## config.mk

```make
export PLATFORM = sky130hd
export DESIGN_NAME = acc_top
export DESIGN_NICKNAME = d
export VERILOG_FILES = /design/src/pkg/acc_pkg.sv /design/src/core/acc_top.sv
export SDC_FILE = /design/constraint.sdc
export NUM_CORES = 1
export LEC_CHECK = 0
export BUFFER_PORTS_ARGS = -buffer_cell sky130_fd_sc_hd__buf_2
export CAP_MARGIN = 20
export CELL_PAD_IN_SITES_DETAIL_PLACEMENT = 1
export CELL_PAD_IN_SITES_GLOBAL_PLACEMENT = 2
export CORE_AREA = 5 5 103 105
export DETAILED_ROUTE_END_ITERATION = 8
export DIE_AREA = 0 0 108 110
export MAX_ROUTING_LAYER = met4
export PLACE_DENSITY = 0.86
export SYNTH_ARGS = -nofsm -noshare
export SYNTH_HDL_FRONTEND = slang
export SYNTH_SLANG_ARGS = --single-unit
```

## constraint.sdc

```tcl
create_clock -name CLK -period 1.85 [get_ports CLK]
set_input_delay 0 -clock CLK [delete_from_list [all_inputs] [get_ports CLK]]
set_output_delay 0 -clock CLK [all_outputs]
set_load 0.01 [all_outputs]
```

## src/pkg/acc_pkg.sv

```systemverilog
// Purpose: shared constants for the comparator control register bank
// Assumes: AXI4-Lite slave, 32-bit data, one aligned word per register
// Notes:   register byte address is four times the register index
package acc_pkg;

  // bus geometry
  localparam int          ADDR_W      = 10;
  localparam int          DATA_W      = 32;

  // register indices and the byte addresses derived from them
  localparam logic [7:0]  IDX_CTRL    = 8'h9b;
  localparam logic [7:0]  IDX_MODE    = 8'h9d;
  localparam logic [7:0]  IDX_MUX     = 8'h9f;
  localparam logic [ADDR_W-1:0] ADR_CTRL = {IDX_CTRL, 2'b00};
  localparam logic [ADDR_W-1:0] ADR_MODE = {IDX_MODE, 2'b00};
  localparam logic [ADDR_W-1:0] ADR_MUX  = {IDX_MUX, 2'b00};

  // control register fields
  localparam int          CTL_EN      = 7;
  localparam int          CTL_OUT     = 6;
  localparam int          CTL_RISE    = 5;
  localparam int          CTL_FALL    = 4;
  localparam int          CTL_HYP_LO  = 2;
  localparam int          CTL_HYN_LO  = 0;

  // mode register fields
  localparam int          MD_RIE      = 5;
  localparam int          MD_FIE      = 4;
  localparam int          MD_MODE_LO  = 0;

  // multiplexer register fields
  localparam int          MX_NEG_LO   = 4;
  localparam int          MX_POS_LO   = 0;

  // reset values
  localparam logic [1:0]  HYST_RST    = 2'h0;
  localparam logic [1:0]  MODE_RST    = 2'h2;
  localparam logic [2:0]  SEL_RST     = 3'h0;

  // response codes
  localparam logic [1:0]  RESP_OKAY   = 2'h0;
  localparam logic [1:0]  RESP_SLVERR = 2'h2;

endpackage

```

## src/core/acc_top.sv

```systemverilog
// Purpose: register bank and digital control for the on-chip comparator
// Assumes: CLK at 10 MHz, RST_N async active low, CE freezes all state
// Notes:   comparator raw output is asynchronous and resynchronised here
//
// The AXI4-Lite interface to the registers is this design's own decision.
`timescale 1ns/1ns
`default_nettype none
module acc_top
  import acc_pkg::*;
(
  // clock, reset, enable
  input  wire logic              CLK,
  input  wire logic              RST_N,
  input  wire logic              CE,
  // axi4-lite write address
  input  wire logic [ADDR_W-1:0] S_AXI_AWADDR,
  input  wire logic              S_AXI_AWVALID,
  output logic                   S_AXI_AWREADY,
  // axi4-lite write data
  input  wire logic [DATA_W-1:0] S_AXI_WDATA,
  input  wire logic [3:0]        S_AXI_WSTRB,
  input  wire logic              S_AXI_WVALID,
  output logic                   S_AXI_WREADY,
  // axi4-lite write response
  output logic [1:0]             S_AXI_BRESP,
  output logic                   S_AXI_BVALID,
  input  wire logic              S_AXI_BREADY,
  // axi4-lite read address
  input  wire logic [ADDR_W-1:0] S_AXI_ARADDR,
  input  wire logic              S_AXI_ARVALID,
  output logic                   S_AXI_ARREADY,
  // axi4-lite read data
  output logic [DATA_W-1:0]      S_AXI_RDATA,
  output logic [1:0]             S_AXI_RRESP,
  output logic                   S_AXI_RVALID,
  input  wire logic              S_AXI_RREADY,
  // comparator core side
  input  wire logic              RAW_ASYNC_OUTPUT,
  output logic                   CMP_ENABLE,
  output logic [1:0]             POS_HYSTERESIS_SEL,
  output logic [1:0]             NEG_HYSTERESIS_SEL,
  output logic [1:0]             RESPONSE_MODE_SEL,
  output logic [2:0]             NEG_INPUT_SELECT,
  output logic [2:0]             POS_INPUT_SELECT,
  output logic                   NEG_INPUT_VALID,
  output logic                   POS_INPUT_VALID,
  // port pin and interrupt
  output logic                   CMP_PIN_OUT,
  output logic                   CMP_IRQ
);
  // software state
  logic       en_reg,    en_next;      // comparator enable
  logic       rise_reg,  rise_next;    // sticky rising-edge flag
  logic       fall_reg,  fall_next;    // sticky falling-edge flag
  logic [1:0] hyp_reg,   hyp_next;     // positive hysteresis code
  logic [1:0] hyn_reg,   hyn_next;     // negative hysteresis code
  logic       rie_reg,   rie_next;     // rising interrupt enable
  logic       fie_reg,   fie_next;     // falling interrupt enable
  logic [1:0] mode_reg,  mode_next;    // response-time mode
  logic [2:0] nsel_reg,  nsel_next;    // negative mux code
  logic [2:0] psel_reg,  psel_next;    // positive mux code
  logic       nval_reg,  nval_next;    // negative code selects a pin
  logic       pval_reg,  pval_next;    // positive code selects a pin
  logic       irq_reg,   irq_next;     // interrupt request
  // comparator output path
  logic       sync1_reg;               // first stage, read only by sync2
  logic       sync2_reg;               // second stage, safe to use
  logic       out_reg,   out_next;     // gated, clocked output state
  logic       live;                    // synced output, low when disabled
  logic       rise_ev;                 // one-cycle rising event
  logic       fall_ev;                 // one-cycle falling event
  // bus state
  logic              awf_reg,  awf_next;   // write address held
  logic [ADDR_W-1:0] awa_reg,  awa_next;   // held write address
  logic              wf_reg,   wf_next;    // write data held
  logic [7:0]        wd_reg,   wd_next;    // held low data byte
  logic              ws_reg,   ws_next;    // held low byte strobe
  logic              awr_reg,  awr_next;   // awready
  logic              wr_reg,   wr_next;    // wready
  logic              bv_reg,   bv_next;    // bvalid
  logic [1:0]        br_reg,   br_next;    // bresp
  logic              arr_reg,  arr_next;   // arready
  logic              rv_reg,   rv_next;    // rvalid
  logic [1:0]        rr_reg,   rr_next;    // rresp
  logic [7:0]        rd_reg,   rd_next;    // read byte
  logic              commit;               // write performed this cycle
  logic              wmap;                 // write address is mapped
  logic              wctl;                 // byte write to control
  logic              wmd;                  // byte write to mode
  logic              wmx;                  // byte write to mux
  logic [7:0]        rbyte;                // decoded read byte
  logic              rmap;                 // read address is mapped
  // synchroniser: two flops only, nothing taps the first
  always_ff @(posedge CLK or negedge RST_N) begin
    if (!RST_N) begin
      sync1_reg <= 1'b0;
      sync2_reg <= 1'b0;
    end else if (CE) begin
      sync1_reg <= RAW_ASYNC_OUTPUT;
      sync2_reg <= sync1_reg;
    end
  end
  // edges only while enabled: disabling leaves no false fall flag
  always_comb begin
    live    = sync2_reg & en_reg;
    rise_ev = en_reg & live & ~out_reg;
    fall_ev = en_reg & ~live & out_reg;
    out_next = live;
  end
  // write decode; only the low byte lane carries register bits
  always_comb begin
    commit = awf_reg & wf_reg & ~bv_reg;
    wmap   = (awa_reg == ADR_CTRL) | (awa_reg == ADR_MODE) |
             (awa_reg == ADR_MUX);
    wctl   = commit & ws_reg & (awa_reg == ADR_CTRL);
    wmd    = commit & ws_reg & (awa_reg == ADR_MODE);
    wmx    = commit & ws_reg & (awa_reg == ADR_MUX);
  end
  // register next values
  always_comb begin
    en_next   = en_reg;
    hyp_next  = hyp_reg;
    hyn_next  = hyn_reg;
    rie_next  = rie_reg;
    fie_next  = fie_reg;
    mode_next = mode_reg;
    nsel_next = nsel_reg;
    psel_next = psel_reg;
    if (wctl) begin
      en_next  = wd_reg[CTL_EN];
      hyp_next = wd_reg[CTL_HYP_LO +: 2];
      hyn_next = wd_reg[CTL_HYN_LO +: 2];
    end
    if (wmd) begin
      rie_next  = wd_reg[MD_RIE];
      fie_next  = wd_reg[MD_FIE];
      mode_next = wd_reg[MD_MODE_LO +: 2];
    end
    if (wmx) begin
      nsel_next = wd_reg[MX_NEG_LO +: 3];
      psel_next = wd_reg[MX_POS_LO +: 3];
    end
    // writing 0 clears, writing 1 is ignored; an edge wins over a clear
    rise_next = (rise_reg & ~(wctl & ~wd_reg[CTL_RISE])) | rise_ev;
    fall_next = (fall_reg & ~(wctl & ~wd_reg[CTL_FALL])) | fall_ev;
    // codes 000-011 reach a pin or the internal node, 1xx selects none
    nval_next = ~nsel_next[2];
    pval_next = ~psel_next[2];
    irq_next  = (rise_reg & rie_reg) | (fall_reg & fie_reg);
  end
  // register state
  always_ff @(posedge CLK or negedge RST_N) begin
    if (!RST_N) begin
      en_reg   <= 1'b0;
      rise_reg <= 1'b0;
      fall_reg <= 1'b0;
      hyp_reg  <= HYST_RST;
      hyn_reg  <= HYST_RST;
      rie_reg  <= 1'b0;
      fie_reg  <= 1'b0;
      mode_reg <= MODE_RST;
      nsel_reg <= SEL_RST;
      psel_reg <= SEL_RST;
      nval_reg <= 1'b1;
      pval_reg <= 1'b1;
      irq_reg  <= 1'b0;
      out_reg  <= 1'b0;
    end else if (CE) begin
      en_reg   <= en_next;
      rise_reg <= rise_next;
      fall_reg <= fall_next;
      hyp_reg  <= hyp_next;
      hyn_reg  <= hyn_next;
      rie_reg  <= rie_next;
      fie_reg  <= fie_next;
      mode_reg <= mode_next;
      nsel_reg <= nsel_next;
      psel_reg <= psel_next;
      nval_reg <= nval_next;
      pval_reg <= pval_next;
      irq_reg  <= irq_next;
      out_reg  <= out_next;
    end
  end
  // read decode; unused bits are constant zero
  always_comb begin
    rbyte = 8'h00;
    rmap  = 1'b1;
    case (S_AXI_ARADDR)
      ADR_CTRL: rbyte = {en_reg, out_reg, rise_reg, fall_reg,
                         hyp_reg, hyn_reg};
      ADR_MODE: rbyte = {2'b00, rie_reg, fie_reg,
                         2'b00, mode_reg};
      ADR_MUX:  rbyte = {1'b0, nsel_reg, 1'b0, psel_reg};
      default:  rmap  = 1'b0;
    endcase
  end
  // bus channel next values; a write commits once both halves are held
  always_comb begin
    awf_next = awf_reg;
    awa_next = awa_reg;
    wf_next  = wf_reg;
    wd_next  = wd_reg;
    ws_next  = ws_reg;
    bv_next  = bv_reg;
    br_next  = br_reg;
    rv_next  = rv_reg;
    rr_next  = rr_reg;
    rd_next  = rd_reg;
    if (S_AXI_AWVALID & awr_reg) begin
      awf_next = 1'b1;
      awa_next = S_AXI_AWADDR;
    end
    if (S_AXI_WVALID & wr_reg) begin
      wf_next = 1'b1;
      wd_next = S_AXI_WDATA[7:0];
      ws_next = S_AXI_WSTRB[0];
    end
    if (commit) begin
      awf_next = 1'b0;
      wf_next  = 1'b0;
      bv_next  = 1'b1;
      br_next  = wmap ? RESP_OKAY : RESP_SLVERR;
    end else if (bv_reg & S_AXI_BREADY) begin
      bv_next = 1'b0;
    end
    if (S_AXI_ARVALID & arr_reg) begin
      rv_next = 1'b1;
      rd_next = rbyte;
      rr_next = rmap ? RESP_OKAY : RESP_SLVERR;
    end else if (rv_reg & S_AXI_RREADY) begin
      rv_next = 1'b0;
    end
    // one write and one read at a time; ready drops while busy
    awr_next = ~awf_next & ~bv_next;
    wr_next  = ~wf_next & ~bv_next;
    arr_next = ~rv_next;
  end
  // bus channel state
  always_ff @(posedge CLK or negedge RST_N) begin
    if (!RST_N) begin
      awf_reg <= 1'b0;
      awa_reg <= '0;
      wf_reg  <= 1'b0;
      wd_reg  <= 8'h00;
      ws_reg  <= 1'b0;
      awr_reg <= 1'b1;
      wr_reg  <= 1'b1;
      bv_reg  <= 1'b0;
      br_reg  <= RESP_OKAY;
      arr_reg <= 1'b1;
      rv_reg  <= 1'b0;
      rr_reg  <= RESP_OKAY;
      rd_reg  <= 8'h00;
    end else if (CE) begin
      awf_reg <= awf_next;
      awa_reg <= awa_next;
      wf_reg  <= wf_next;
      wd_reg  <= wd_next;
      ws_reg  <= ws_next;
      awr_reg <= awr_next;
      wr_reg  <= wr_next;
      bv_reg  <= bv_next;
      br_reg  <= br_next;
      arr_reg <= arr_next;
      rv_reg  <= rv_next;
      rr_reg  <= rr_next;
      rd_reg  <= rd_next;
    end
  end
  // outputs, each straight from a flop
  assign S_AXI_AWREADY      = awr_reg;
  assign S_AXI_WREADY       = wr_reg;
  assign S_AXI_BVALID       = bv_reg;
  assign S_AXI_BRESP        = br_reg;
  assign S_AXI_ARREADY      = arr_reg;
  assign S_AXI_RVALID       = rv_reg;
  assign S_AXI_RRESP        = rr_reg;
  assign S_AXI_RDATA        = {24'h000000, rd_reg};
  assign CMP_ENABLE         = en_reg;
  assign POS_HYSTERESIS_SEL = hyp_reg;
  assign NEG_HYSTERESIS_SEL = hyn_reg;
  assign RESPONSE_MODE_SEL  = mode_reg;
  assign NEG_INPUT_SELECT   = nsel_reg;
  assign POS_INPUT_SELECT   = psel_reg;
  assign NEG_INPUT_VALID    = nval_reg;
  assign POS_INPUT_VALID    = pval_reg;
  assign CMP_PIN_OUT        = out_reg;
  assign CMP_IRQ            = irq_reg;
endmodule

`default_nettype wire

```

==> impl_metrics.sql, run 1 <==
INSERT INTO impl_metrics (metric_group, metric, value, unit) VALUES
('sta', 'timing.clock.skew', '13.4', 'ps'),
('layout', 'largest_register_ff_count', '10', ''),
('sta', 'fin_tns_setup', '0', 'ps'),
('sta', 'period_needed', '1770', 'ps'),
('routing', 'drt_iter0_markers', '47', ''),
('synthesis', 'syn-instance-count', '219', ''),
('floorplanning', 'die_area', '11900', 'sq um'),
('synthesis', 'yosysUniqueCellTypes', '35', ''),
('floorplanning', 'core_area', '9550', 'sq um'),
('sta', 'timing.final.setup_violations', '0', ''),
('synthesis', 'netlist_area', '2730', 'sq um'),
('global_route', 'global_route_wire_length_before_repair', '11100', 'um'),
('clock_network', 'clk_root_buffer_cell', 'sky130_fd_sc_hd__clkbuf_8', ''),
('layout', 'multi_input_area', '1090', 'sq um'),
('job', 'cap_violations', '0', ''),
('floorplanning', 'num_rows', '36', ''),
('layout', 'sequential_cell_area', '1480', 'sq um'),
('global_route', 'maximum_number_of_pins_on_one_net_before_global_route_repair', '27', ''),
('critical_path', 'worstPathMaxFanout', '5', ''),
('routing', 'viasPerCell', '4.36', ''),
('synthesis', 'synth_edf_count', '0', ''),
('global_route', 'grt_pass1_vias', '2194', ''),
('floorplanning', 'floorplan.die.width', '108', 'um'),
('routing', 'drcViolationCount', '0', ''),
('global_route', 'antenna_found_initial', '0', ''),
('routing', 'drt-total-wl', '7000', 'um'),
('routing', 'drtAntennaViolNets', '0', ''),
('clock_network', 'cts_inserted_buffers', '9', ''),
('sta', 'timing_hold_violations_final', '0', ''),
('power', 'total_leakage_power', '1.81', 'nW'),
('clock_network', 'clock_pin_slew_reported_for_the_worst_setup_and_hold_paths_after_clock_tree_synthesis', '60', 'ps'),
('power', 'max_ir_drop_vdd', '0.487', 'mV'),
('sta', 'timing.final.crit_share', '0.958', ''),
('critical_path', 'worst-endpoint-arrival', '1980', 'ps'),
('sta', 'timing.final.max_slew_violations', '0', ''),
('floorplanning', 'initial_core_util', '0.286', ''),
('clock_network', 'cts_num_sinks', '59', ''),
('critical_path', 'cpPeakStageDelay', '380', 'ps'),
('worst_hold_path', 'worst_hold_path_type', 'input pin to flop', ''),
('synthesis', 'ys_dominant_reg_cell', 'sky130_fd_sc_hd__dfrtp_1', ''),
('layout', 'fillerInstances', '1078', ''),
('clock_network', 'cts-root-to-sink-buffers', '2', ''),
('critical_path', 'crit_path_cell_trace', 'and4bb_2 > nand4_4 > nor3b_4 > mux2_2', ''),
('sta', 'rsz0062_at_grt', 'no', ''),
('critical_path', 'r2r_slack', '80', 'ps'),
('place', 'globalplace.congestion', '0.762', ''),
('place', 'dp.final_hpwl', '5170', 'um'),
('global_route', 'groute.usage.overall', '0.123', ''),
('synthesis', 'synth.yosys.seq_area_share', '0.544', ''),
('floorplanning', 'die_height', '110', 'um'),
('floorplanning', 'num_io_pins', '123', ''),
('run_status', 'run_status', 'finished, final reports clean', ''),
('layout', 'layout.core_utilization', '0.384', ''),
('layout', 'antenna_cells', '0', ''),
('routing', 'detailroute.via_count', '2023', ''),
('critical_path', 'endpoint_kind', 'flop', ''),
('layout', 'layout.nets', '391', ''),
('critical_path', 'timing_worst_setup_path_type', 'flop to flop', ''),
('routing', 'drt_pass1_iterations', '4', ''),
('critical_path', 'cp_slowest_cell', 'sky130_fd_sc_hd__mux2_2', ''),
('synthesis', 'cell_types_with_the_largest_area_share_after_synthesis', 'sky130_fd_sc_hd__dfrtp_1 (49%), sky130_fd_sc_hd__mux2_2 (17%), sky130_fd_sc_hd__buf_4 (7.7%)', ''),
('sta', 'relSlewSlack', '0.571', ''),
('synthesis', 'synth_area_per_cell', '12.5', 'sq um'),
('clock_network', 'cts_tree', 'done', ''),
('synthesis', 'synth_top_area_cell', 'sky130_fd_sc_hd__dfrtp_1', ''),
('sta', 'fmax', '0.564', 'GHz'),
('synthesis', 'synthesis.yosys.warnings', '0', ''),
('layout', 'areaGrowthSynthToFinish', '34.4', '%'),
('global_route', 'grt_overflow_total', '0', ''),
('critical_path', 'worstSetupStartpointType', 'flop', ''),
('power', 'p_per_area', '1070', 'nW/um^2'),
('synthesis', 'number_of_synthesized_register_bits', '59', ''),
('critical_path', 'req_time_crit_path', '2050', 'ps'),
('routing', 'detail_route.wl_per_cell', '15.1', 'um'),
('layout', 'post_route_cells_drive_above_1_share', '0.444', ''),
('clock_network', 'number_of_buffers_inserted_to_repair_setup_after_cts', '0', ''),
('clock_network', 'clk-insertion-delay-late', '330', 'ps'),
('clock_network', 'htreeDepth', '3', ''),
('place', 'port_buffers', '69', ''),
('power', 'p_total', '3.94', 'mW'),
('sta', 'tightestPinTransition', '644', 'ps'),
('synthesis', 'synth_top_area_frac', '0.486', ''),
('synthesis', 'async_reset_ff_frac', '1.00', '');
## cell families after synthesis
logic type,Yosys count,synth area share
other,1,0.00137
DFF,59,0.544
muxes,43,0.177
AOI/OAI and AO/OA,33,0.0803
and+or+nand+nor,44,0.106
buffers and inverters,39,0.0922
## cell usage in the layout, fill, tap and decap left out, types with 2 or more instances in the layout
cell type,instances
sky130_fd_sc_hd__a2111oi_0,2
sky130_fd_sc_hd__a21o_1,3
sky130_fd_sc_hd__a21oi_1,4
sky130_fd_sc_hd__a22oi_1,6
sky130_fd_sc_hd__buf_2,69
sky130_fd_sc_hd__buf_4,9
sky130_fd_sc_hd__bufinv_16,2
sky130_fd_sc_hd__clkbuf_8,11
sky130_fd_sc_hd__clkinv_2,3
sky130_fd_sc_hd__conb_1,26
sky130_fd_sc_hd__dfrtp_1,53
sky130_fd_sc_hd__dfstp_2,6
sky130_fd_sc_hd__dlygate4sd3_1,24
sky130_fd_sc_hd__inv_1,7
sky130_fd_sc_hd__mux2_2,41
sky130_fd_sc_hd__mux2i_1,2
sky130_fd_sc_hd__nand2_1,17
sky130_fd_sc_hd__nand2b_1,2
sky130_fd_sc_hd__nand3_1,4
sky130_fd_sc_hd__nand3b_1,2
sky130_fd_sc_hd__nor2_1,4
sky130_fd_sc_hd__nor2b_1,2
sky130_fd_sc_hd__o21ai_0,11
sky130_fd_sc_hd__o311ai_0,2
sky130_fd_sc_hd__o41ai_1,2
sky130_fd_sc_hd__or4bb_1,2
## cell type report
class	instances	share of cell area
clock buffer	11	0.0413
clock inverter	5	0.0205
inverter	7	0.00717
multi-input combinational	146	0.297
sequential	59	0.405
tap	133	0.0454
timing repair buffer	103	0.184
## path summary, 6_finish.rpt
path,startpoint,end,cells after the start
setup / recovery,awa_reg[0],RESPONSE_MODE_SEL[0],4
hold / removal,S_AXI_RREADY,S_AXI_RVALID,4
max in group asynchronous,RST_N,RESPONSE_MODE_SEL[1],3
hold reg to reg,rd_reg[7],rd_reg[7],2
min in group asynchronous,RST_N,awa_reg[3],2
setup reg to reg,awa_reg[0],RESPONSE_MODE_SEL[0],4
## where the power goes
group | leakage (nW) | total [mW] | switching [mW] | internal (mW)
Combinational | 0.946 | 0.780 | 0.345 | 0.436
Clock | 0.119 | 1.33 | 0.505 | 0.825
Sequential | 0.741 | 1.83 | 0.226 | 1.60
## stage by stage
stage                     worst slack, ps  instance area, sq um  std cells  hold WS (ps)
final                                78.1                  3670        464          22.8
after global routing                 3.11                  3670        464          59.0
after CTS                            21.1                  3660        464          11.7
after detailed placement             45.5                  3200        424          71.0
after global placement                118                  3200        424          51.0
after floorplan                       165                  2820        244          -296
## timing repair
action	CTS	global route
hold buffers	24	0
gates resized for setup	0	1
endpoints found under the setup margin	0	4
endpoints found under the hold margin	45	0
## routing by layer
layer / track usage / vias to the layer above / wire length (um) / part of all wire
met5: - / - / 0 / 0
met4: 0.0433 / 0 / 104 / 0.015
met3: 0.0361 / 8 / 455 / 0.065
met2: 0.203 / 63 / 3490 / 0.50
met1: 0.145 / 1003 / 2950 / 0.42
li1: - / 949 / - / -
## worst max-delay path: cells and delay by family (launching register included)
kind	cells	cell delay [ps]
flip-flops	1	370
multiplexers	1	380
AND/OR/NAND/NOR	3	890
## synth_stat cells (3+ instances only)
master,instances
sky130_fd_sc_hd__nand3_1,4
sky130_fd_sc_hd__dfrtp_1,53
sky130_fd_sc_hd__inv_1,7
sky130_fd_sc_hd__buf_4,28
sky130_fd_sc_hd__mux2_2,41
sky130_fd_sc_hd__clkbuf_1,4
sky130_fd_sc_hd__o21ai_0,11
sky130_fd_sc_hd__a21oi_1,4
sky130_fd_sc_hd__a22oi_1,6
sky130_fd_sc_hd__nand2_1,17
sky130_fd_sc_hd__dfstp_2,6
sky130_fd_sc_hd__nor2_1,4
sky130_fd_sc_hd__a21o_1,3
Note: power is estimated with default switching activity, not from simulation.
==> inputs of run 2 (changes only) <==
--- a/config.mk
+++ b/config.mk
@@ -5,15 +5,16 @@
 export SDC_FILE = /design/constraint.sdc
 export NUM_CORES = 1
 export LEC_CHECK = 0
+export ABC_AREA = 1
 export BUFFER_PORTS_ARGS = -buffer_cell sky130_fd_sc_hd__buf_2
 export CAP_MARGIN = 20
 export CELL_PAD_IN_SITES_DETAIL_PLACEMENT = 1
 export CELL_PAD_IN_SITES_GLOBAL_PLACEMENT = 2
-export CORE_AREA = 5 5 103 105
+export CORE_AREA = 5 5 113 115
 export DETAILED_ROUTE_END_ITERATION = 8
-export DIE_AREA = 0 0 108 110
+export DIE_AREA = 0 0 118 120
 export MAX_ROUTING_LAYER = met4
-export PLACE_DENSITY = 0.86
+export PLACE_DENSITY = 0.84
 export SYNTH_ARGS = -nofsm -noshare
 export SYNTH_HDL_FRONTEND = slang
 export SYNTH_SLANG_ARGS = --single-unit
==> impl_metrics.sql, run 2 <==
INSERT INTO impl_metrics (metric_group, metric, value, unit) VALUES
('routing', 'drt_iter0_markers', '31', ''),
('layout', 'most-common-layout-cells', 'sky130_fd_sc_hd__nand2_1 (108), sky130_fd_sc_hd__buf_2 (69), sky130_fd_sc_hd__dfrtp_1 (53)', ''),
('routing', 'drcViolationCount', '0', ''),
('routing', 'drtAntennaViolNets', '0', ''),
('synthesis', 'async_reset_ff_frac', '1.00', ''),
('critical_path', 'cp_slowest_cell', 'sky130_fd_sc_hd__dfrtp_1', ''),
('place', 'port_buffers', '69', ''),
('critical_path', 'timing_worst_setup_path_type', 'flop to flop', ''),
('sta', 'timing.final.setup_violations', '0', ''),
('global_route', 'antenna_found_initial', '0', ''),
('routing', 'drt_pass1_iterations', '4', ''),
('synthesis', 'netlist_area', '2930', 'sq um'),
('floorplanning', 'die_area', '14200', 'sq um'),
('sta', 'rsz0062_at_grt', 'no', ''),
('power', 'total_leakage_power', '2.00', 'nW'),
('power', 'share_comb_of_total_power', '0.192', ''),
('layout', 'layout_commonest_cell', 'sky130_fd_sc_hd__nand2_1', ''),
('critical_path', 'worst_path_dominant_cell_family', 'simple AND/OR/NAND/NOR gates', ''),
('global_route', 'grt_overflow_total', '0', ''),
('sta', 'timing.final.max_slew_violations', '0', ''),
('critical_path', 'crit_path_cell_trace', 'nor2_1 > nand2_1 > nor3b_2 > nand2_2 > nand2_1 > o21ai_1', ''),
('power', 'max_ir_drop_vdd', '0.556', 'mV'),
('power', 'switchingPower', '1.28', 'mW'),
('synthesis', 'synth.cells.most_frequent', 'sky130_fd_sc_hd__nand2_1 (108), sky130_fd_sc_hd__dfrtp_1 (53), sky130_fd_sc_hd__inv_1 (35)', ''),
('synthesis', 'syn-instance-count', '343', ''),
('power', 'internal-power', '3.02', 'mW'),
('critical_path', 'crit-reg2reg-capture', 'fie_reg', ''),
('sta', 'fmax', '0.735', 'GHz'),
('sta', 'fin_tns_setup', '0', 'ps'),
('layout', 'post_route_cells_drive_above_1_share', '0.262', ''),
('clock_network', 'cts_num_sinks', '59', ''),
('synthesis', 'yosysMostFrequentCell', 'sky130_fd_sc_hd__nand2_1', ''),
('worst_hold_path', 'timing.hold.worst_endpoint', 'S_AXI_BVALID', ''),
('job', 'cap_violations', '0', ''),
('floorplanning', 'num_rows', '40', ''),
('synthesis', 'synth_top_area_frac', '0.453', ''),
('sta', 'tightestPinTransition', '531', 'ps'),
('critical_path', 'r2r_slack', '490', 'ps'),
('synthesis', 'cell_types_with_the_largest_area_share_after_synthesis', 'sky130_fd_sc_hd__dfrtp_1 (45%), sky130_fd_sc_hd__nand2_1 (14%), sky130_fd_sc_hd__buf_4 (7.7%)', ''),
('layout', 'fillerInstances', '1446', ''),
('critical_path', 'rr_worst_depth', '6', ''),
('power', 'p_per_area', '1110', 'nW/um^2'),
('critical_path', 'worstPathMaxFanout', '8', ''),
('run_status', 'run_status', 'finished, final reports clean', ''),
('synthesis', 'synth.yosys.seq_area_share', '0.507', ''),
('power', 'switching_share', '0.298', ''),
('synthesis', 'synthesis.yosys.warnings', '0', ''),
('global_route', 'maximum_number_of_pins_on_one_net_before_global_route_repair', '24', ''),
('layout', 'antenna_cells', '0', ''),
('synthesis', 'synth_top_area_cell', 'sky130_fd_sc_hd__dfrtp_1', ''),
('routing', 'detail_route.wl_per_cell', '13.1', 'um'),
('critical_path', 'critical-path-top-cell-by-count', 'sky130_fd_sc_hd__nand2_1', ''),
('floorplanning', 'floorplan.die.width', '118', 'um'),
('floorplanning', 'die_height', '120', 'um'),
('critical_path', 'path_buf_inv', '0', ''),
('routing', 'detailroute.via_count', '2517', ''),
('sta', 'period_needed', '1360', 'ps'),
('place', 'dp.final_hpwl', '5960', 'um'),
('power', 'share_clk_of_total_power', '0.392', ''),
('synthesis', 'ys_dominant_reg_cell', 'sky130_fd_sc_hd__dfrtp_1', ''),
('place', 'globalplace.congestion', '0.759', ''),
('critical_path', 'worst-endpoint-arrival', '1580', 'ps'),
('clock_network', 'clk_root_buffer_cell', 'sky130_fd_sc_hd__clkbuf_16', ''),
('worst_hold_path', 'timing.hold.worst_path_depth', '4', ''),
('critical_path', 'cpPeakStageDelay', '370', 'ps'),
('place', 'placedInstanceArea', '3370', 'sq um'),
('clock_network', 'cts_tree', 'done', ''),
('layout', 'largest_register_ff_count', '10', ''),
('layout', 'areaGrowthSynthToFinish', '32.7', '%'),
('critical_path', 'req_time_crit_path', '2070', 'ps'),
('floorplanning', 'core_area', '11700', 'sq um'),
('synthesis', 'number_of_synthesized_register_bits', '59', ''),
('synthesis', 'yosysUniqueCellTypes', '32', ''),
('sta', 'timing.final.crit_share', '0.736', ''),
('global_route', 'global_route_wire_length_before_repair', '13000', 'um'),
('clock_network', 'number_of_buffers_inserted_to_repair_setup_after_cts', '0', ''),
('floorplanning', 'num_io_pins', '123', ''),
('global_route', 'groute.usage.overall', '0.117', ''),
('sta', 'relSlewSlack', '0.646', ''),
('clock_network', 'cts_inserted_buffers', '9', ''),
('sta', 'timing_hold_violations_final', '0', ''),
('layout', 'layout.nets', '510', ''),
('synthesis', 'synth_area_per_cell', '8.54', 'sq um'),
('clock_network', 'clk-insertion-delay-late', '330', 'ps'),
('worst_hold_path', 'worst_hold_path_type', 'input pin to flop', ''),
('critical_path', 'rr_startpoint', 'awa_reg[1]', ''),
('clock_network', 'clock_pin_slew_reported_for_the_worst_setup_and_hold_paths_after_clock_tree_synthesis', '50', 'ps'),
('layout', 'fin_area', '3890', 'sq um'),
('power', 'sequentialPowerShare', '0.416', ''),
('critical_path', 'worstSetupStartpointType', 'flop', ''),
('worst_hold_path', 'hold_path_startpoint', 'S_AXI_BREADY', ''),
('sta', 'timing.clock.skew', '9.49', 'ps'),
('global_route', 'grt_pass1_vias', '2652', ''),
('critical_path', 'endpoint_kind', 'flop', ''),
('routing', 'viasPerCell', '4.22', ''),
('routing', 'drt-total-wl', '7820', 'um'),
('floorplanning', 'initial_core_util', '0.250', ''),
('clock_network', 'cts-root-to-sink-buffers', '2', ''),
('clock_network', 'htreeDepth', '3', ''),
('synthesis', 'synth_edf_count', '0', '');
## run 2: cell count changes in the layout (fill, tap and decap cells not counted), moves of 17 or more
cell,delta
sky130_fd_sc_hd__inv_1,+28
sky130_fd_sc_hd__mux2_2,-41
sky130_fd_sc_hd__nand2_1,+91
sky130_fd_sc_hd__nand3_1,+19
sky130_fd_sc_hd__o21ai_0,+17
## run 2: worst register-to-register path, stage by stage (launching register included)
cell                      delay [ps]
sky130_fd_sc_hd__dfrtp_1         370
sky130_fd_sc_hd__nor2_1          160
sky130_fd_sc_hd__nand2_1         130
sky130_fd_sc_hd__nor3b_2         260
sky130_fd_sc_hd__nand2_2         170
sky130_fd_sc_hd__nand2_1         110
sky130_fd_sc_hd__o21ai_1          60
## run 2: worst max path at each step
stage / startpoint / to / slack, ps / depth (start not counted)
detailed placement: S_AXI_BVALID / fie_reg / 480 / 6
finish: awa_reg[1] / fie_reg / 490 / 6
CTS: S_AXI_BVALID / fie_reg / 440 / 6
global placement: S_AXI_WREADY / wd_reg[6] / 520 / 5
global route: awa_reg[1] / fie_reg / 330 / 6
floorplan: S_AXI_BVALID / RESPONSE_MODE_SEL[0] / 650 / 6
## run 2: through the flow
stage | util | instances | power [mW] | setup slack [ps] | hold slack, ps
after floorplan | - | 368 | 2.34 | 652 | -296
after global placement | 0.288 | 560 | 2.56 | 517 | 1.79
after detailed placement | 0.288 | 560 | 2.61 | 479 | 3.52
after CTS | 0.332 | 597 | 4.38 | 439 | 8.51
after global routing | 0.332 | 597 | 4.57 | 335 | 42.7
final | 0.332 | 597 | 4.30 | 489 | 18.9
## run 2: logic make-up after synthesis
logic type      Yosys count  share of synthesized area
compound gates           45                     0.0901
other cells               1                    0.00128
buf+inv                  70                      0.134
flops                    59                      0.507
simple gates            168                      0.268
## run 2: per-layer routing
| layer | vias up | global-route usage | share of wire |
|---|---|---|---|
| met5 | - | - | 0 |
| met4 | 0 | 0.0344 | 0.0088 |
| met3 | 9 | 0.0368 | 0.043 |
| met2 | 57 | 0.199 | 0.52 |
| met1 | 1199 | 0.133 | 0.43 |
| li1 | 1252 | - | - |
## run 2: power by group through the flow
| stage | logic [mW] | clock network (mW) | registers, mW |
|---|---|---|---|
| 2_1_floorplan | 0.551 | 0 | 1.79 |
| 3_3_place_gp | 0.770 | 0 | 1.79 |
| 3_5_place_dp | 0.806 | 0 | 1.81 |
| 4_1_cts | 0.851 | 1.74 | 1.79 |
| 5_1_grt | 0.952 | 1.80 | 1.83 |
| 6_report | 0.825 | 1.69 | 1.79 |
## run 2: area by class of cell
| type | instances | area [sq um] | share of cell area |
|---|---|---|---|
| well taps | 147 | 184 | 0.0473 |
| repair buffers | 100 | 631 | 0.162 |
| inverters | 36 | 135 | 0.0348 |
| flip-flops and latches | 59 | 1480 | 0.382 |
| clock inverters | 4 | 48.8 | 0.0126 |
| clock buffers | 12 | 256 | 0.0660 |
| multi-input cells | 239 | 1150 | 0.295 |
## run 2: repair_timing
item	CTS	global route
resized for setup	0	0
hold endpoints to repair	41	0
hold buffers	21	0
==> inputs of run 3 (changes only) <==
--- a/config.mk
+++ b/config.mk
@@ -10,11 +10,11 @@
 export CAP_MARGIN = 20
 export CELL_PAD_IN_SITES_DETAIL_PLACEMENT = 1
 export CELL_PAD_IN_SITES_GLOBAL_PLACEMENT = 2
-export CORE_AREA = 5 5 113 115
+export CORE_AREA = 5 5 117 119
 export DETAILED_ROUTE_END_ITERATION = 8
-export DIE_AREA = 0 0 118 120
+export DIE_AREA = 0 0 122 124
 export MAX_ROUTING_LAYER = met4
-export PLACE_DENSITY = 0.84
+export PLACE_DENSITY = 0.82
 export SYNTH_ARGS = -nofsm -noshare
 export SYNTH_HDL_FRONTEND = slang
 export SYNTH_SLANG_ARGS = --single-unit
==> constraint.sdc (replaced) <==
create_clock -name CLK -period 1.09 [get_ports CLK]
set_input_delay 0 -clock CLK [delete_from_list [all_inputs] [get_ports CLK]]
set_output_delay 0 -clock CLK [all_outputs]
set_load 0.01 [all_outputs]
==> impl_metrics.sql, run 3 (synthesis gave the netlist of run 2 again) <==
INSERT INTO impl_metrics (metric_group, metric, value, unit) VALUES
('power', 'switching_share', '0.296', ''),
('floorplanning', 'initial_core_util', '0.235', ''),
('routing', 'drt-total-wl', '9050', 'um'),
('critical_path', 'critical-path-top-cell-by-count', 'sky130_fd_sc_hd__nand2_1', ''),
('sta', 'hold_slack', '53.8', 'ps'),
('floorplanning', 'num_rows', '41', ''),
('layout', 'layout.nets', '547', ''),
('routing', 'wl_met3', '454', 'um'),
('worst_hold_path', 'timing.hold.worst_path_depth', '3', ''),
('clock_network', 'cts_tree', 'done', ''),
('floorplanning', 'core_area', '12500', 'sq um'),
('global_route', 'maximum_number_of_pins_on_one_net_before_global_route_repair', '60', ''),
('layout', 'post_route_cells_drive_above_1_share', '0.384', ''),
('critical_path', 'worst-endpoint-arrival', '1530', 'ps'),
('sta', 'timing_hold_violations_final', '0', ''),
('place', 'globalplace.congestion', '0.755', ''),
('power', 'share_comb_of_total_power', '0.276', ''),
('power', 'switchingPower', '2.53', 'mW'),
('layout', 'final_cell_count_no_fill', '659', ''),
('critical_path', 'r2r_slack', '-240', 'ps'),
('place', 'dp_cells', '607', ''),
('critical_path', 'worstPathMaxFanout', '4', ''),
('worst_hold_path', 'worst_hold_path_type', 'input pin to flop', ''),
('layout', 'layout.core_utilization', '0.356', ''),
('job', 'cap_violations', '0', ''),
('layout', 'most-common-layout-cells', 'sky130_fd_sc_hd__nand2_1 (95), sky130_fd_sc_hd__buf_2 (66), sky130_fd_sc_hd__dfrtp_1 (53)', ''),
('critical_path', 'cp_slowest_cell', 'sky130_fd_sc_hd__dfrtp_1', ''),
('critical_path', 'cpPeakStageDelay', '380', 'ps'),
('floorplanning', 'num_io_pins', '123', ''),
('sta', 'timing.final.setup_violations', '46', ''),
('critical_path', 'rr_startpoint', 'awa_reg[0]', ''),
('sta', 'rsz0062_at_grt', 'yes', ''),
('power', 'internal-power', '6.01', 'mW'),
('run_status', 'violations_in_the_final_reports', 'setup timing', ''),
('critical_path', 'crit_path_cell_trace', 'nor2_2 > nand2_2 > nor2_4 > nand3_2 > nand2_2 > nand2_1 > nand2_1 > nand2_1', ''),
('place', 'dp.final_hpwl', '6740', 'um'),
('layout', 'layout_commonest_cell', 'sky130_fd_sc_hd__nand2_1', ''),
('worst_hold_path', 'timing.hold.worst_endpoint', 'S_AXI_AWREADY', ''),
('critical_path', 'crit-reg2reg-capture', 'POS_INPUT_SELECT[2]', ''),
('sta', 'timing.final.crit_share', '1.22', ''),
('clock_network', 'cts-root-to-sink-buffers', '2', ''),
('layout', 'largest_register_ff_count', '10', ''),
('routing', 'wl_met1', '3620', 'um'),
('sta', 'period_needed', '1330', 'ps'),
('power', 'sequentialPowerShare', '0.359', ''),
('routing', 'viasPerCell', '4.13', ''),
('sta', 'fmax', '0.754', 'GHz'),
('sta', 'fin_tns_setup', '-4980', 'ps'),
('clock_network', 'cts_num_sinks', '59', ''),
('critical_path', 'rr_worst_depth', '8', ''),
('power', 'total_leakage_power', '2.24', 'nW'),
('sta', 'timing.clock.skew', '5.25', 'ps'),
('global_route', 'grt_overflow_total', '0', ''),
('critical_path', 'timing_worst_setup_path_type', 'flop to flop', ''),
('global_route', 'groute.usage.overall', '0.124', ''),
('clock_network', 'clk_root_buffer_cell', 'sky130_fd_sc_hd__clkbuf_16', ''),
('critical_path', 'endpoint_kind', 'flop', ''),
('global_route', 'antenna_found_initial', '0', ''),
('worst_hold_path', 'hold_path_startpoint', 'S_AXI_AWVALID', ''),
('routing', 'drtAntennaViolNets', '0', ''),
('floorplanning', 'die_height', '124', 'um'),
('floorplanning', 'die_area', '15100', 'sq um'),
('layout', 'antenna_cells', '0', ''),
('global_route', 'global_route_wire_length_before_repair', '14500', 'um'),
('clock_network', 'htreeDepth', '3', ''),
('run_status', 'run_status', 'finished with violations', ''),
('sta', 'final_critical_path_setup_slack', '-236', 'ps'),
('clock_network', 'clock_pin_slew_reported_for_the_worst_setup_and_hold_paths_after_clock_tree_synthesis', '50', 'ps'),
('power', 'max_ir_drop_vdd', '0.841', 'mV'),
('sta', 'timing.final.max_slew_violations', '0', ''),
('clock_network', 'clk-insertion-delay-late', '330', 'ps'),
('power', 'share_clk_of_total_power', '0.365', ''),
('routing', 'drt_iter0_markers', '85', ''),
('critical_path', 'worstSetupStartpointType', 'flop', ''),
('floorplanning', 'floorplan.die.width', '122', 'um'),
('routing', 'detail_route.wl_per_cell', '13.7', 'um'),
('critical_path', 'req_time_crit_path', '1290', 'ps'),
('place', 'port_buffers', '69', ''),
('clock_network', 'cts_inserted_buffers', '9', ''),
('power', 'p_per_area', '1930', 'nW/um^2'),
('routing', 'detailroute.via_count', '2722', ''),
('routing', 'route.top_layer_used', 'met4', ''),
('routing', 'drt_pass1_iterations', '4', ''),
('routing', 'drcViolationCount', '0', ''),
('layout', 'areaGrowthSynthToFinish', '51.3', '%'),
('global_route', 'grt_pass1_vias', '2989', ''),
('routing', 'routed_wl_met2', '4830', 'um');
==> run 3: cell count changes in the layout (fill, tap and decap cells not counted), moves of 3 or more <==
| cell | change |
|---|---|
| sky130_fd_sc_hd__nand2_2 | +12 |
| sky130_fd_sc_hd__o21ai_2 | +6 |
| sky130_fd_sc_hd__inv_2 | +4 |
| sky130_fd_sc_hd__buf_12 | +3 |
| sky130_fd_sc_hd__inv_1 | -4 |
| sky130_fd_sc_hd__nand2_1 | -13 |
| sky130_fd_sc_hd__o21ai_0 | -20 |
| sky130_fd_sc_hd__buf_6 | +9 |
| sky130_fd_sc_hd__nand3_1 | -3 |
| sky130_fd_sc_hd__nor2_1 | -4 |
| sky130_fd_sc_hd__buf_4 | +26 |
| sky130_fd_sc_hd__buf_2 | -3 |
| sky130_fd_sc_hd__nor2_2 | +4 |
| sky130_fd_sc_hd__o21ai_1 | +14 |
==> run 3: cell type report <==
| cell class | instances | area [sq um] |
|---|---|---|
| clock inverter | 4 | 72.6 |
| fill | 1464 | 8030 |
| clock buffer | 12 | 256 |
| sequential | 59 | 1480 |
| multi-input combinational | 239 | 1260 |
| timing repair buffer | 137 | 1010 |
| inverter | 36 | 135 |
| tap | 172 | 215 |
==> run 3: routing by layer <==
metal	up-vias	global-route usage
met1	1328	0.135
met5	-	-
li1	1325	-
met2	56	0.223
met4	0	0.0371
met3	13	0.0336
==> run 3: critical path, delay by kind of cell (launching register included) <==
family	cells	cell delay [ps]
and+or+nand+nor	8	820
DFF	1	380
==> run 3: worst max path at each step <==
stage                             from             endpoint  slack (ps)  depth (start not counted)
final                       awa_reg[0]  POS_INPUT_SELECT[2]        -240                          8
after floorplan           S_AXI_BVALID             fall_reg        -100                          6
after global placement      awa_reg[1]  NEG_INPUT_SELECT[2]        -150                          8
after global routing        awa_reg[8]             fall_reg        -330                          6
after CTS                   awa_reg[0]  POS_INPUT_SELECT[2]        -250                          8
after detailed placement    awa_reg[1]  NEG_INPUT_SELECT[1]        -280                          5
==> run 3: what timing repair did <==
| item | CTS | global route |
|---|---|---|
| pin swaps | 16 | 23 |
| gates resized for setup | 17 | 29 |
| gates cloned | 0 | 1 |
| buffers inserted | 4 | 11 |
| hold endpoints to repair | 80 | 0 |
| hold buffers | 22 | 0 |
| endpoints found under the setup margin | 47 | 54 |
==> run 3: power by group through the flow <==
stage | registers [mW] | clock network [mW] | logic [mW]
3_3_place_gp | 3.03 | 0 | 1.88
2_1_floorplan | 3.06 | 0 | 1.02
5_1_grt | 3.14 | 3.30 | 2.63
3_5_place_dp | 3.06 | 0 | 1.95
6_report | 3.06 | 3.12 | 2.36
4_1_cts | 3.04 | 3.17 | 2.15
==> run 3: stage by stage <==
stage | worst slack [ps] | cell area (sq um) | total power [mW]
after floorplan | -104 | 3060 | 4.08
after global placement | -153 | 3630 | 4.90
after detailed placement | -277 | 3630 | 5.01
after CTS | -254 | 4260 | 8.36
after global routing | -327 | 4430 | 9.06
final | -236 | 4430 | 8.54
